**src/tc8_pkg.sv**
```systemverilog
package tc8_pkg;
  localparam int unsigned AW = 6;

  localparam logic [5:0] OFS_CTLA  = 6'h00;
  localparam logic [5:0] OFS_CTLB  = 6'h04;
  localparam logic [5:0] OFS_CNT   = 6'h08;
  localparam logic [5:0] OFS_OCA   = 6'h0C;
  localparam logic [5:0] OFS_OCB   = 6'h10;
  localparam logic [5:0] OFS_FLAG  = 6'h14;
  localparam logic [5:0] OFS_MASK  = 6'h18;
  localparam logic [5:0] OFS_ASYNC = 6'h1C;
  localparam logic [5:0] OFS_PWR   = 6'h20;

  localparam int unsigned COMA_LSB  = 6;
  localparam int unsigned COMB_LSB  = 4;
  localparam int unsigned WGMLO_LSB = 0;
  localparam int unsigned WGM2_BIT  = 3;
  localparam int unsigned CS_LSB    = 0;
  localparam int unsigned FLG_OVF   = 0;
  localparam int unsigned FLG_MA    = 1;
  localparam int unsigned FLG_MB    = 2;
  localparam int unsigned WAVA_BIT  = 0;
  localparam int unsigned WAVB_BIT  = 1;
  localparam int unsigned AS_BIT    = 5;
  localparam int unsigned AMR_BIT   = 6;
  localparam int unsigned PWR_BIT   = 0;

  localparam logic [7:0] CNT_BOTTOM = 8'h00;
  localparam logic [7:0] CNT_MAX    = 8'hFF;
  localparam logic [7:0] CNT_ONE    = 8'h01;
  localparam logic [2:0] CS_OFF     = 3'h0;

  localparam logic [1:0] COM_OFF = 2'h0;
  localparam logic [1:0] COM_TGL = 2'h1;
  localparam logic [1:0] COM_CLR = 2'h2;
  localparam logic [1:0] COM_SET = 2'h3;

  // Prescaler masks: a tick fires when all masked bits are one
  localparam logic [9:0] PS_DIV1    = 10'h000;
  localparam logic [9:0] PS_DIV8    = 10'h007;
  localparam logic [9:0] PS_DIV32   = 10'h01F;
  localparam logic [9:0] PS_DIV64   = 10'h03F;
  localparam logic [9:0] PS_DIV128  = 10'h07F;
  localparam logic [9:0] PS_DIV256  = 10'h0FF;
  localparam logic [9:0] PS_DIV1024 = 10'h3FF;

  typedef enum logic [2:0] {
    MODE_NORMAL   = 3'b000,
    MODE_PC_FF    = 3'b001,
    MODE_CTC      = 3'b010,
    MODE_FAST_FF  = 3'b011,
    MODE_RSV4     = 3'b100,
    MODE_PC_OCA   = 3'b101,
    MODE_RSV6     = 3'b110,
    MODE_FAST_OCA = 3'b111
  } tc8_mode_t;
endpackage : tc8_pkg

```
**src/tc8_tick.sv**
```systemverilog
`timescale 1ns/10ps
`default_nettype none
module tc8_tick (
  input  wire logic       ref_clk,
  input  wire logic       nrst,
  input  wire logic [2:0] clock_select_field,
  input  wire logic       async_clock_select,
  input  wire logic       meter_select,
  input  wire logic       crystal_pin_in,
  input  wire logic       meter_reading_pin,
  output logic            timer_tick
);
  import tc8_pkg::*;

  typedef struct packed {
    logic [9:0] pre;
    logic       s1;
    logic       s2;
    logic       s3;
  } tc8_tick_t;

  tc8_tick_t  q;
  tc8_tick_t  d;
  logic       base;
  logic [9:0] msk;

  always_comb
  begin
    d = q;
    d.s1 = meter_select ? meter_reading_pin : crystal_pin_in;
    d.s2 = q.s1;
    d.s3 = q.s2;
    // Slow pin clock is sampled; each rising edge is one base step
    base = async_clock_select ? (q.s2 & ~q.s3) : 1'b1;
    if (base)
      d.pre = q.pre + 10'h001;
    case (clock_select_field)
      3'h1:    msk = PS_DIV1;
      3'h2:    msk = PS_DIV8;
      3'h3:    msk = PS_DIV32;
      3'h4:    msk = PS_DIV64;
      3'h5:    msk = PS_DIV128;
      3'h6:    msk = PS_DIV256;
      3'h7:    msk = PS_DIV1024;
      default: msk = PS_DIV1;
    endcase
    timer_tick = base && (clock_select_field != CS_OFF) && ((q.pre & msk) == msk);
  end

  always_ff @(posedge ref_clk)
  begin
    if (!nrst)
      q <= '0;
    else
      q <= d;
  end
endmodule : tc8_tick
`default_nettype wire

```
**src/tc8_timer.sv**
```systemverilog
// Contract
// - Overflow and two match flags in one register, each gated by a mask bit.
// - Timer clock is the bus clock unless async select picks crystal or meter pin.
// - Clock select zero gives no ticks; the counter stays stopped.
// - Count is readable and writable always; a write beats clear or count.
// - Each tick clears, increments or decrements the counter per waveform mode.
// - Internal count, direction, clear controls; top and bottom indications produced.
// - Both compare values matched against counter on every tick; match sets flag, drives wave.
// - Bottom is 0x00, maximum is 0xFF.
// - Top is 0xFF or compare value A depending on mode.
// - Mode is two low bits in control A plus high bit in control B.
// - Modes: 0 normal, 1/5 phase-correct, 2 clear-on-match, 3/7 fast, 4/6 reserved.
// - Compare load immediate in modes 0,2; at top 1,3,5,7.
// - Overflow at max in 0,2,3; at bottom in 1,5; at top in 7.
// - Output mode fields never change the counting sequence.
// - Output mode selects polarity in PWM, set/clear/toggle otherwise.
// - Channel B wave exists internally but drives no pin.
// - Normal mode only increments, wraps 0xFF to 0x00, overflow on wrap.
// - Clear-on-match clears at compare A; a lower value lets it wrap first.
// - Fast PWM changes output on match and at top-to-bottom.
// - Phase-correct counts up, turns at top without holding, down; clears up-match, sets down-match.
//
// The Avalon-MM slave port and the register offsets were chosen for this implementation.
`timescale 1ns/10ps
`default_nettype none
module tc8_timer (
  input  wire logic                  ref_clk,
  input  wire logic                  nrst,
  input  wire logic [tc8_pkg::AW-1:0] avs_address,
  input  wire logic                  avs_read,
  input  wire logic                  avs_write,
  input  wire logic [31:0]           avs_writedata,
  input  wire logic [3:0]            avs_byteenable,
  output logic [31:0]                avs_readdata,
  output logic                       avs_waitrequest,
  input  wire logic                  crystal_pin_in,
  input  wire logic                  meter_reading_pin,
  output logic                       wave_out_a,
  output logic [2:0]                 int_req
);
  import tc8_pkg::*;

  typedef struct packed {
    logic [7:0]  ctla;
    logic [3:0]  ctlb;
    logic [7:0]  cnt;
    logic [7:0]  buf_a;
    logic [7:0]  buf_b;
    logic [7:0]  act_a;
    logic [7:0]  act_b;
    logic [2:0]  flags;
    logic [2:0]  mask;
    logic        as_sel;
    logic        amr_sel;
    logic        pwr_off;
    logic        dir_up;
    logic        wav_a;
    logic        wav_b;
    logic        done;
    logic [31:0] rdata;
  } tc8_state_t;

  tc8_state_t q;
  tc8_state_t d;
  tc8_mode_t  mode;
  logic       tick_raw;
  logic       tick;
  logic       wen;
  logic       cnt_wr;
  logic       is_pc;
  logic       is_fast;
  logic       at_top;
  logic       at_bot;
  logic       match_a;
  logic       match_b;
  logic       ovf;
  logic       upd;
  logic [7:0] top;
  logic [7:0] cnt_nx;
  logic       dir_nx;
  logic [7:0] wd;

  tc8_tick u_tick (
    .ref_clk            (ref_clk),
    .nrst               (nrst),
    .clock_select_field (q.ctlb[CS_LSB +: 3]),
    .async_clock_select (q.as_sel),
    .meter_select       (q.amr_sel),
    .crystal_pin_in     (crystal_pin_in),
    .meter_reading_pin  (meter_reading_pin),
    .timer_tick         (tick_raw)
  );

  // Output-mode fields only enter here, never the count path
  function automatic logic wave_nx(
    input logic [1:0] com,
    input logic       cur,
    input logic       mt,
    input logic       bot,
    input logic       up,
    input logic       fast,
    input logic       pc
  );
    logic r;
    r = cur;
    if (fast)
    begin
      if (com == COM_CLR)
        r = bot ? 1'b1 : (mt ? 1'b0 : cur);
      else if (com == COM_SET)
        r = bot ? 1'b0 : (mt ? 1'b1 : cur);
      else if (com == COM_TGL && mt)
        r = ~cur;
    end
    else if (pc)
    begin
      if (mt && com == COM_CLR)
        r = ~up;
      else if (mt && com == COM_SET)
        r = up;
    end
    else if (mt)
    begin
      case (com)
        COM_TGL: r = ~cur;
        COM_CLR: r = 1'b0;
        COM_SET: r = 1'b1;
        default: r = cur;
      endcase
    end
    return r;
  endfunction : wave_nx

  always_comb
  begin
    d = q;
    wd = avs_writedata[7:0];
    avs_waitrequest = (avs_read | avs_write) & ~q.done;
    wen = avs_write & q.done & avs_byteenable[0];
    cnt_wr = wen && (avs_address == OFS_CNT);
    // Power-off gates the tick, so the counter and flags freeze
    tick = tick_raw & ~q.pwr_off;
    mode = tc8_mode_t'({q.ctlb[WGM2_BIT], q.ctla[WGMLO_LSB +: 2]});
    is_pc = (mode == MODE_PC_FF) || (mode == MODE_PC_OCA);
    is_fast = (mode == MODE_FAST_FF) || (mode == MODE_FAST_OCA);
    if (mode == MODE_CTC || mode == MODE_PC_OCA || mode == MODE_FAST_OCA)
      top = q.act_a;
    else
      top = CNT_MAX;
    at_top = (q.cnt == top);
    at_bot = (q.cnt == CNT_BOTTOM);
    dir_nx = q.dir_up;
    if (is_pc)
    begin
      if (q.dir_up && at_top)
      begin
        cnt_nx = q.cnt - CNT_ONE;
        dir_nx = 1'b0;
      end
      else if (!q.dir_up && at_bot)
      begin
        cnt_nx = q.cnt + CNT_ONE;
        dir_nx = 1'b1;
      end
      else if (q.dir_up)
        cnt_nx = q.cnt + CNT_ONE;
      else
        cnt_nx = q.cnt - CNT_ONE;
    end
    else
    begin
      dir_nx = 1'b1;
      // A lower compare A is missed; plain increment wraps past 0xFF
      cnt_nx = at_top ? CNT_BOTTOM : q.cnt + CNT_ONE;
    end
    match_a = tick && (q.cnt == q.act_a);
    match_b = tick && (q.cnt == q.act_b);
    case (mode)
      MODE_NORMAL, MODE_CTC, MODE_FAST_FF: ovf = tick && (q.cnt == CNT_MAX);
      MODE_PC_FF, MODE_PC_OCA:             ovf = tick && !q.dir_up && (q.cnt == CNT_ONE);
      MODE_FAST_OCA:                       ovf = tick && at_top;
      default:                             ovf = 1'b0;
    endcase
    if (tick && !cnt_wr)
    begin
      d.cnt = cnt_nx;
      d.dir_up = dir_nx;
    end
    d.wav_a = wave_nx(q.ctla[COMA_LSB +: 2], q.wav_a, match_a, tick && at_top, q.dir_up, is_fast, is_pc);
    d.wav_b = wave_nx(q.ctla[COMB_LSB +: 2], q.wav_b, match_b, tick && at_top, q.dir_up, is_fast, is_pc);
    d.flags = q.flags;
    if (wen && avs_address == OFS_FLAG)
      d.flags = q.flags & ~avs_writedata[2:0];
    d.flags[FLG_OVF] = d.flags[FLG_OVF] | ovf;
    d.flags[FLG_MA] = d.flags[FLG_MA] | match_a;
    d.flags[FLG_MB] = d.flags[FLG_MB] | match_b;
    if (wen)
    begin
      case (avs_address)
        OFS_CTLA:  d.ctla = wd;
        OFS_CTLB:  d.ctlb = wd[3:0];
        OFS_CNT:   d.cnt = wd;
        OFS_OCA:   d.buf_a = wd;
        OFS_OCB:   d.buf_b = wd;
        OFS_MASK:  d.mask = wd[2:0];
        OFS_ASYNC:
        begin
          d.as_sel = wd[AS_BIT];
          d.amr_sel = wd[AMR_BIT];
        end
        OFS_PWR:   d.pwr_off = wd[PWR_BIT];
        default:   d.done = q.done;
      endcase
    end
    // Non-PWM modes track the buffer; PWM modes reload once per period
    upd = (!is_pc && !is_fast) || (tick && at_top);
    if (upd)
    begin
      d.act_a = d.buf_a;
      d.act_b = d.buf_b;
    end
    d.done = (avs_read | avs_write) & ~q.done;
    if (avs_read && !q.done)
    begin
      d.rdata = '0;
      case (avs_address)
        OFS_CTLA:  d.rdata[7:0] = q.ctla;
        OFS_CTLB:  d.rdata[3:0] = q.ctlb;
        OFS_CNT:   d.rdata[7:0] = q.cnt;
        OFS_OCA:   d.rdata[7:0] = q.buf_a;
        OFS_OCB:   d.rdata[7:0] = q.buf_b;
        OFS_FLAG:  d.rdata[2:0] = q.flags;
        OFS_MASK:  d.rdata[2:0] = q.mask;
        OFS_ASYNC:
        begin
          d.rdata[AS_BIT] = q.as_sel;
          d.rdata[AMR_BIT] = q.amr_sel;
          d.rdata[WAVA_BIT] = q.wav_a;
          d.rdata[WAVB_BIT] = q.wav_b;
        end
        OFS_PWR:   d.rdata[PWR_BIT] = q.pwr_off;
        default:   d.rdata = '0;
      endcase
    end
  end

  always_ff @(posedge ref_clk)
  begin
    if (!nrst)
      q <= '0;
    else
      q <= d;
  end

  assign avs_readdata = q.rdata;
  assign wave_out_a = q.wav_a;
  assign int_req = q.flags & q.mask;
endmodule : tc8_timer
`default_nettype wire
```
**config.mk**
```make
export PLATFORM = sky130hd
export DESIGN_NAME = tc8_timer
export DESIGN_NICKNAME = d
export VERILOG_FILES = /design/src/tc8_pkg.sv /design/src/tc8_tick.sv /design/src/tc8_timer.sv
export SDC_FILE = /design/constraint.sdc
export NUM_CORES = 1
export LEC_CHECK = 0
export BUFFER_PORTS_ARGS = -buffer_cell sky130_fd_sc_hd__buf_4
export CAP_MARGIN = 40
export CORE_ASPECT_RATIO = 2
export CORE_UTILIZATION = 45
export CTS_BUF_LIST = sky130_fd_sc_hd__clkbuf_8
export DETAILED_ROUTE_END_ITERATION = 8
export PLACE_DENSITY_LB_ADDON = 0.25
export SLEW_MARGIN = 20
export SYNTH_ARGS = -nofsm -noshare
export SYNTH_HDL_FRONTEND = slang
export SYNTH_HIERARCHICAL = 1
export SYNTH_SLANG_ARGS = --single-unit
export TNS_END_PERCENT = 20
```
**constraint.sdc**
```tcl
create_clock -name ref_clk -period 2.61 [get_ports ref_clk]
set_clock_uncertainty 0.1 [all_clocks]
set_input_delay 0.522 -clock ref_clk [delete_from_list [all_inputs] [get_ports ref_clk]]
set_output_delay 0.522 -clock ref_clk [all_outputs]
set_load 0.1 [all_outputs]
```
After elaboration in Yosys (flattened, before gate mapping)
Cells that the tools add are included.
- $add $sub $neg: 3
- equal/unequal tests: 40
- muxes and demuxes: 52
- bitwise operators: 19
- reductions and logical operators: 49
- operators with widths (kind ; count):
    2-to-1 mux 8 bit ; 10
    case mux 10 bit (6 select lines) ; 1
    2-to-1 mux 1 bit ; 29
    == test 6 x 5 -> 1 bit (second input constant) ; 4
    == test 8 bit ; 3
    2-to-1 mux 24 bit ; 1
    logical AND 1 bit ; 21
    == test 3 bit (second input constant) ; 6
    != test 4 x 1 -> 1 bit (second input constant) ; 4
    != test 4 x 3 -> 1 bit (second input constant) ; 4
    == test 3 x 2 -> 1 bit (second input constant) ; 4
    == test 6 x 4 -> 1 bit (second input constant) ; 2
    AND reduction 2 bit ; 6
    AND reduction 6 bit ; 2
    adder 10 x 1 -> 10 bit (second input constant) ; 1
    AND 10 bit ; 1
    == test 10 bit ; 1
    case mux 2 bit (5 select lines) ; 1
    nonzero test 5 bit ; 2
    case mux 1 bit (3 select lines) ; 3
    case mux 1 bit (9 select lines) ; 1
    nonzero test 3 bit ; 3
    adder 8 x 1 -> 8 bit (second input constant) ; 1
    == test 2 bit (second input constant) ; 4
    25 further kinds ; 48
- register bits after elaboration: 86
- bits of input ports: 48
- output and inout port bits: 37
- logic and storage cells: 184

Logic depth before layout (Yosys ltp)
- depth after elaboration: 12
- gate-level depth with buffers: 12
- depth with buffers taken out: 10

Hierarchy
Netlist, hierarchy kept.
- by module, submodules not included (module ; times used ; cells an instance ; area an instance (um^2) ; sequential area each (um^2)):
    tc8_timer ; 1 ; 512 ; 4207.8 ; 1461.4
    tc8_tick ; 1 ; 70 ; 694.4 ; 260.2

Worst setup path after synthesis
OpenSTA, ideal clock, no wires.
- path kind: flip-flop to flip-flop
- from: reg u_tick/q[0] in the netlist's numbering
- to: reg q[45] in the netlist's numbering
- setup time: 0.086 ns
- arrival time: 2.397 ns
- required time: 2.424 ns
- setup slack: 0.027 ns
- stages on the path, launching flop included: 13
- buffers on the path: 3
- period minus slack after synthesis: 2.583 ns
- cell sequence: dfxtp_1 nand2b_1 buf_6 a211oi_1 o2111ai_1 nand2_1 nand2b_1 clkbuf_1 nor3_2 nand2b_1 buf_1 nor2_1 a211oi_1
- word-level cells in the longest chain between the ends: 8
- RTL lines (element ; RTL line ; source):
    from (decl) ; tc8_tick.sv:22 ; tc8_tick_t q;
    from (signal assigned) ; tc8_tick.sv:53 ; q <= '0;
    from (signal assigned) ; tc8_tick.sv:55 ; q <= d;
    NOT 1 bit ; tc8_tick.sv:34 ; base = async_clock_select ? (q.s2 & ~q.s3) : 1'b1;
    AND 1 bit ; tc8_tick.sv:34 ;
    2-to-1 mux 1 bit ; tc8_tick.sv:34 ;
    logical AND 1 bit (2 in series) ; tc8_tick.sv:47 ; timer_tick = base && (clock_select_field != CS_OFF) && ((q.pre & msk) == msk);
    net tick_raw ; tc8_timer.sv:66 ; logic tick_raw;
    AND 1 bit ; tc8_timer.sv:142 ; tick = tick_raw & ~q.pwr_off;
    logical AND 1 bit ; tc8_timer.sv:216 ; upd = (!is_pc && !is_fast) || (tick && at_top);
    logical OR 1 bit ; tc8_timer.sv:216 ;
    to (signal assigned) ; tc8_timer.sv:250 ; q <= '0;
    to (signal assigned) ; tc8_timer.sv:252 ; q <= d;
    to (decl) ; tc8_timer.sv:63 ; tc8_state_t q;
The timed path passes the listed nets, and every way through them passes these cells.
A chain may end at the register's enable or synchronous reset.

Worst setup path in the final report
- from: reg q[79] in the netlist's numbering
- to: reg q[82] in the netlist's numbering
- word-level cells in the longest chain between the ends: 8
- elaborated cells between the ends (all ways): 14
- classes of those cells: 2 x add/sub; 1 x eq/ne; 8 x mux; 3 x reduce/logical
- RTL lines (element ; RTL line ; source):
    subtractor 8 x 1 -> 8 bit, or another cell as far along ; tc8_timer.sv:157, tc8_timer.sv:168 ;
    2-to-1 mux 8 bit or logical AND 1 bit (tied branches) ; tc8_timer.sv:165, tc8_timer.sv:160 ;
    2-to-1 mux 8 bit ; tc8_timer.sv:160 ; else if (!q.dir_up && at_bot)
    2-to-1 mux 8 bit ; tc8_timer.sv:155 ; if (q.dir_up && at_top)
    2-to-1 mux 8 bit * ; tc8_timer.sv:153 ; if (is_pc)
    2-to-1 mux 8 bit * ; tc8_timer.sv:184 ; if (tick && !cnt_wr)
    2-to-1 mux 8 bit ; tc8_timer.sv:199 ; case (avs_address)
    2-to-1 mux 24 bit * ; tc8_timer.sv:197 ; if (wen)
Mark *: on every way between the ends. The rest lies on a longest branch, timed or not.

==> out/qor.yml <==
r2r_start: "q[79]"
grt_util_all_layers: 0.2837
die_w_um: 75.81
drv_slew: 0
coreArea_um2: 10540
post_cts_buffers: 0
fin_crit_sh: 0.9611
finalSetupViolations: 0
area_delta_synth_final_pct: 15.62
period_needed_ps: 2508
core.rowCount: 53
cts_buffers: 9
worstPathArrival_ps: 2700
ys_types: 64
synth_edf_count: 0
worstPathRequired_ps: 2800
detail_route.wl_per_cell_um: 19.45
synth_most_common_cell: "dfxtp_1"
tritoncts: "done"
synth_area_per_cell_um2: 8.423
grt_pass1_wl_um: 23350
cts_root_buf: "clkbuf_8"
grt_max_degree: 55
ys_ff_latch: 86
cts_max_path_buffers: 2
chipHeight_um: 149.6
end_kind: "register"
drtIter0Drc: 334
syn_inst: 582
r2r_end: "q[82]"
fillCellCount: 1012
final_util: 0.5376
drive_gt1_frac: 0.2019
clk_latency_ps: 360
die_area_um2: 11340
antenna_found_initial: 0
clock-sinks: 86
status: "finished clean"
min_path_type: "input pin to register"
startpoint_type: "register"
hold_viol_final: 0
synth_area_leaders: "dfxtp_1, mux2i_1, nor2_1"
io_pins: 85
hold_ws_ps: 323.9
drv_cap: 0
synth_area_um2: 4902
fmax_mhz: 398.7
synth_common_cells: "dfxtp_1, nor2_1, nand2_1"
leakagePower_nw: 2.171
power_density_nw_per_um2: 512.0
ant_nets: 0
yosys_warnings: 6
num_antenna_cells: 0
grt_overflow: 0
synth_top_flop_cell: "dfxtp_1"
io_buffers: 33
firstDrtPassIters: 6
worstHoldEndpoint: "u_tick/d[1]"
clkTransAtPathRegs_ps: 90
ys_seq_area_frac: 0.3512
wirelength_um: 15090
grt_pass1_vias: 4527
worstSetupPathType: "register to register"
nets: 689
vdd_drop_max_mv: 0.3929
vias_per_cell: 5.826
reg2regPathDepth: 7
finalSetupTns_ps: 0
hp-start: "crystal_pin_in"
dp_hpwl_um: 11700
drc: 0
initial_core_util: 0.4649
cts.htree.levels: 3
synth_top_area_share: 0.3512
min_path_cells: 3
yosys.area.top_type: "dfxtp_1"
via_count: 4521
async_flop_share: 0
rsz0062_at_grt: "false"
worstPathMaxFanout: 8
gp_congestion: 0.9284
r2r_setup_slack_ps: 100
[state kept, by name (all words and copies together), names as in the netlist]
name          flops
q                61
mode              3
u_tick/d          2
u_tick/q         11
wave_out_a        1
avs_readdata      8
[power by group]
| group | switching, W | internal, W |
|---|---|---|
| sequential | 0.0000284 | 0.00133 |
| combinational | 0.000379 | 0.000138 |
| clock | 0.000490 | 0.000532 |
| total | 0.000897 | 0.00200 |
[how the worst max path moves through the flow]
stage / slack [ps] / startpoint / cells after the start / endpoint
after floorplan: 30 / u_tick/q[0] / 12 / q[45]
after global placement: 60 / q[79] / 7 / q[82]
after detailed placement: 10 / q[79] / 7 / q[82]
after CTS: 20 / q[79] / 7 / q[82]
after global routing: 3 / u_tick/q[7] / 9 / wave_out_a
final: 100 / q[79] / 7 / q[82]
[through the flow]
stage	area, um2	worst slack [ps]	instances	total power [W]
after global routing	5668	3.172	776	0.002992
after detailed placement	5445	11.50	762	0.001906
after global placement	5445	58.07	762	0.001902
after CTS	5655	19.28	776	0.002917
after floorplan	4989	27.47	605	0.001794
final	5668	101.5	776	0.002902
[timing repair]
item	CTS	global route
hold buffers	0	0
endpoints found under the setup margin	1	20
resized for setup	1	3
[final cells by class]
class	count	area [um2]	area share
Multi-Input combinational cell	435	2804	0.4947
Sequential cell	86	1723	0.3040
Timing Repair Buffer	89	705.7	0.1245
Tap cell	137	171.4	0.03024
Clock buffer	9	123.9	0.02185
Clock inverter	5	83.83	0.01479
Inverter	15	56.30	0.009934
[logic make-up after synthesis]
family                     after synthesis  synth area share
DFF                                     86            0.3512
other                                    1         0.0007650
AOI/OAI and AO/OA                      126            0.1899
muxes                                   37           0.07631
buffers and inverters                   84           0.09724
and+or+nand+nor                        221            0.2325
xor gates and xnor gates                22           0.03931
adders and majority gates                5           0.01276
[layout by cell type (no fill, tap or decap), drive strengths merged, types with 20 or more instances in the layout]
| master | n |
|---|---|
| nand2 | 39 |
| a21oi | 20 |
| dfxtp | 86 |
| nand3 | 22 |
| conb | 24 |
| mux2i | 34 |
| nor2 | 71 |
| buf | 89 |
| nor3 | 20 |
| a211oi | 23 |
[worst max-delay path: stages (launching register included)]
cell	delay (ps)
dfxtp_2	400
nor2_4	130
nand4_1	200
or4b_4	570
and2_4	200
a211o_1	310
a2111o_1	360
a31oi_1	170
[metal layers]
layer,track usage,share of wire,vias up
li1,-,-,2141
met1,0.2763,0.34,2144
met2,0.4903,0.53,165
met3,0.05926,0.044,71
met4,0.2287,0.079,0
met5,0,0,-
Note: power is estimated with default switching activity, not from simulation.
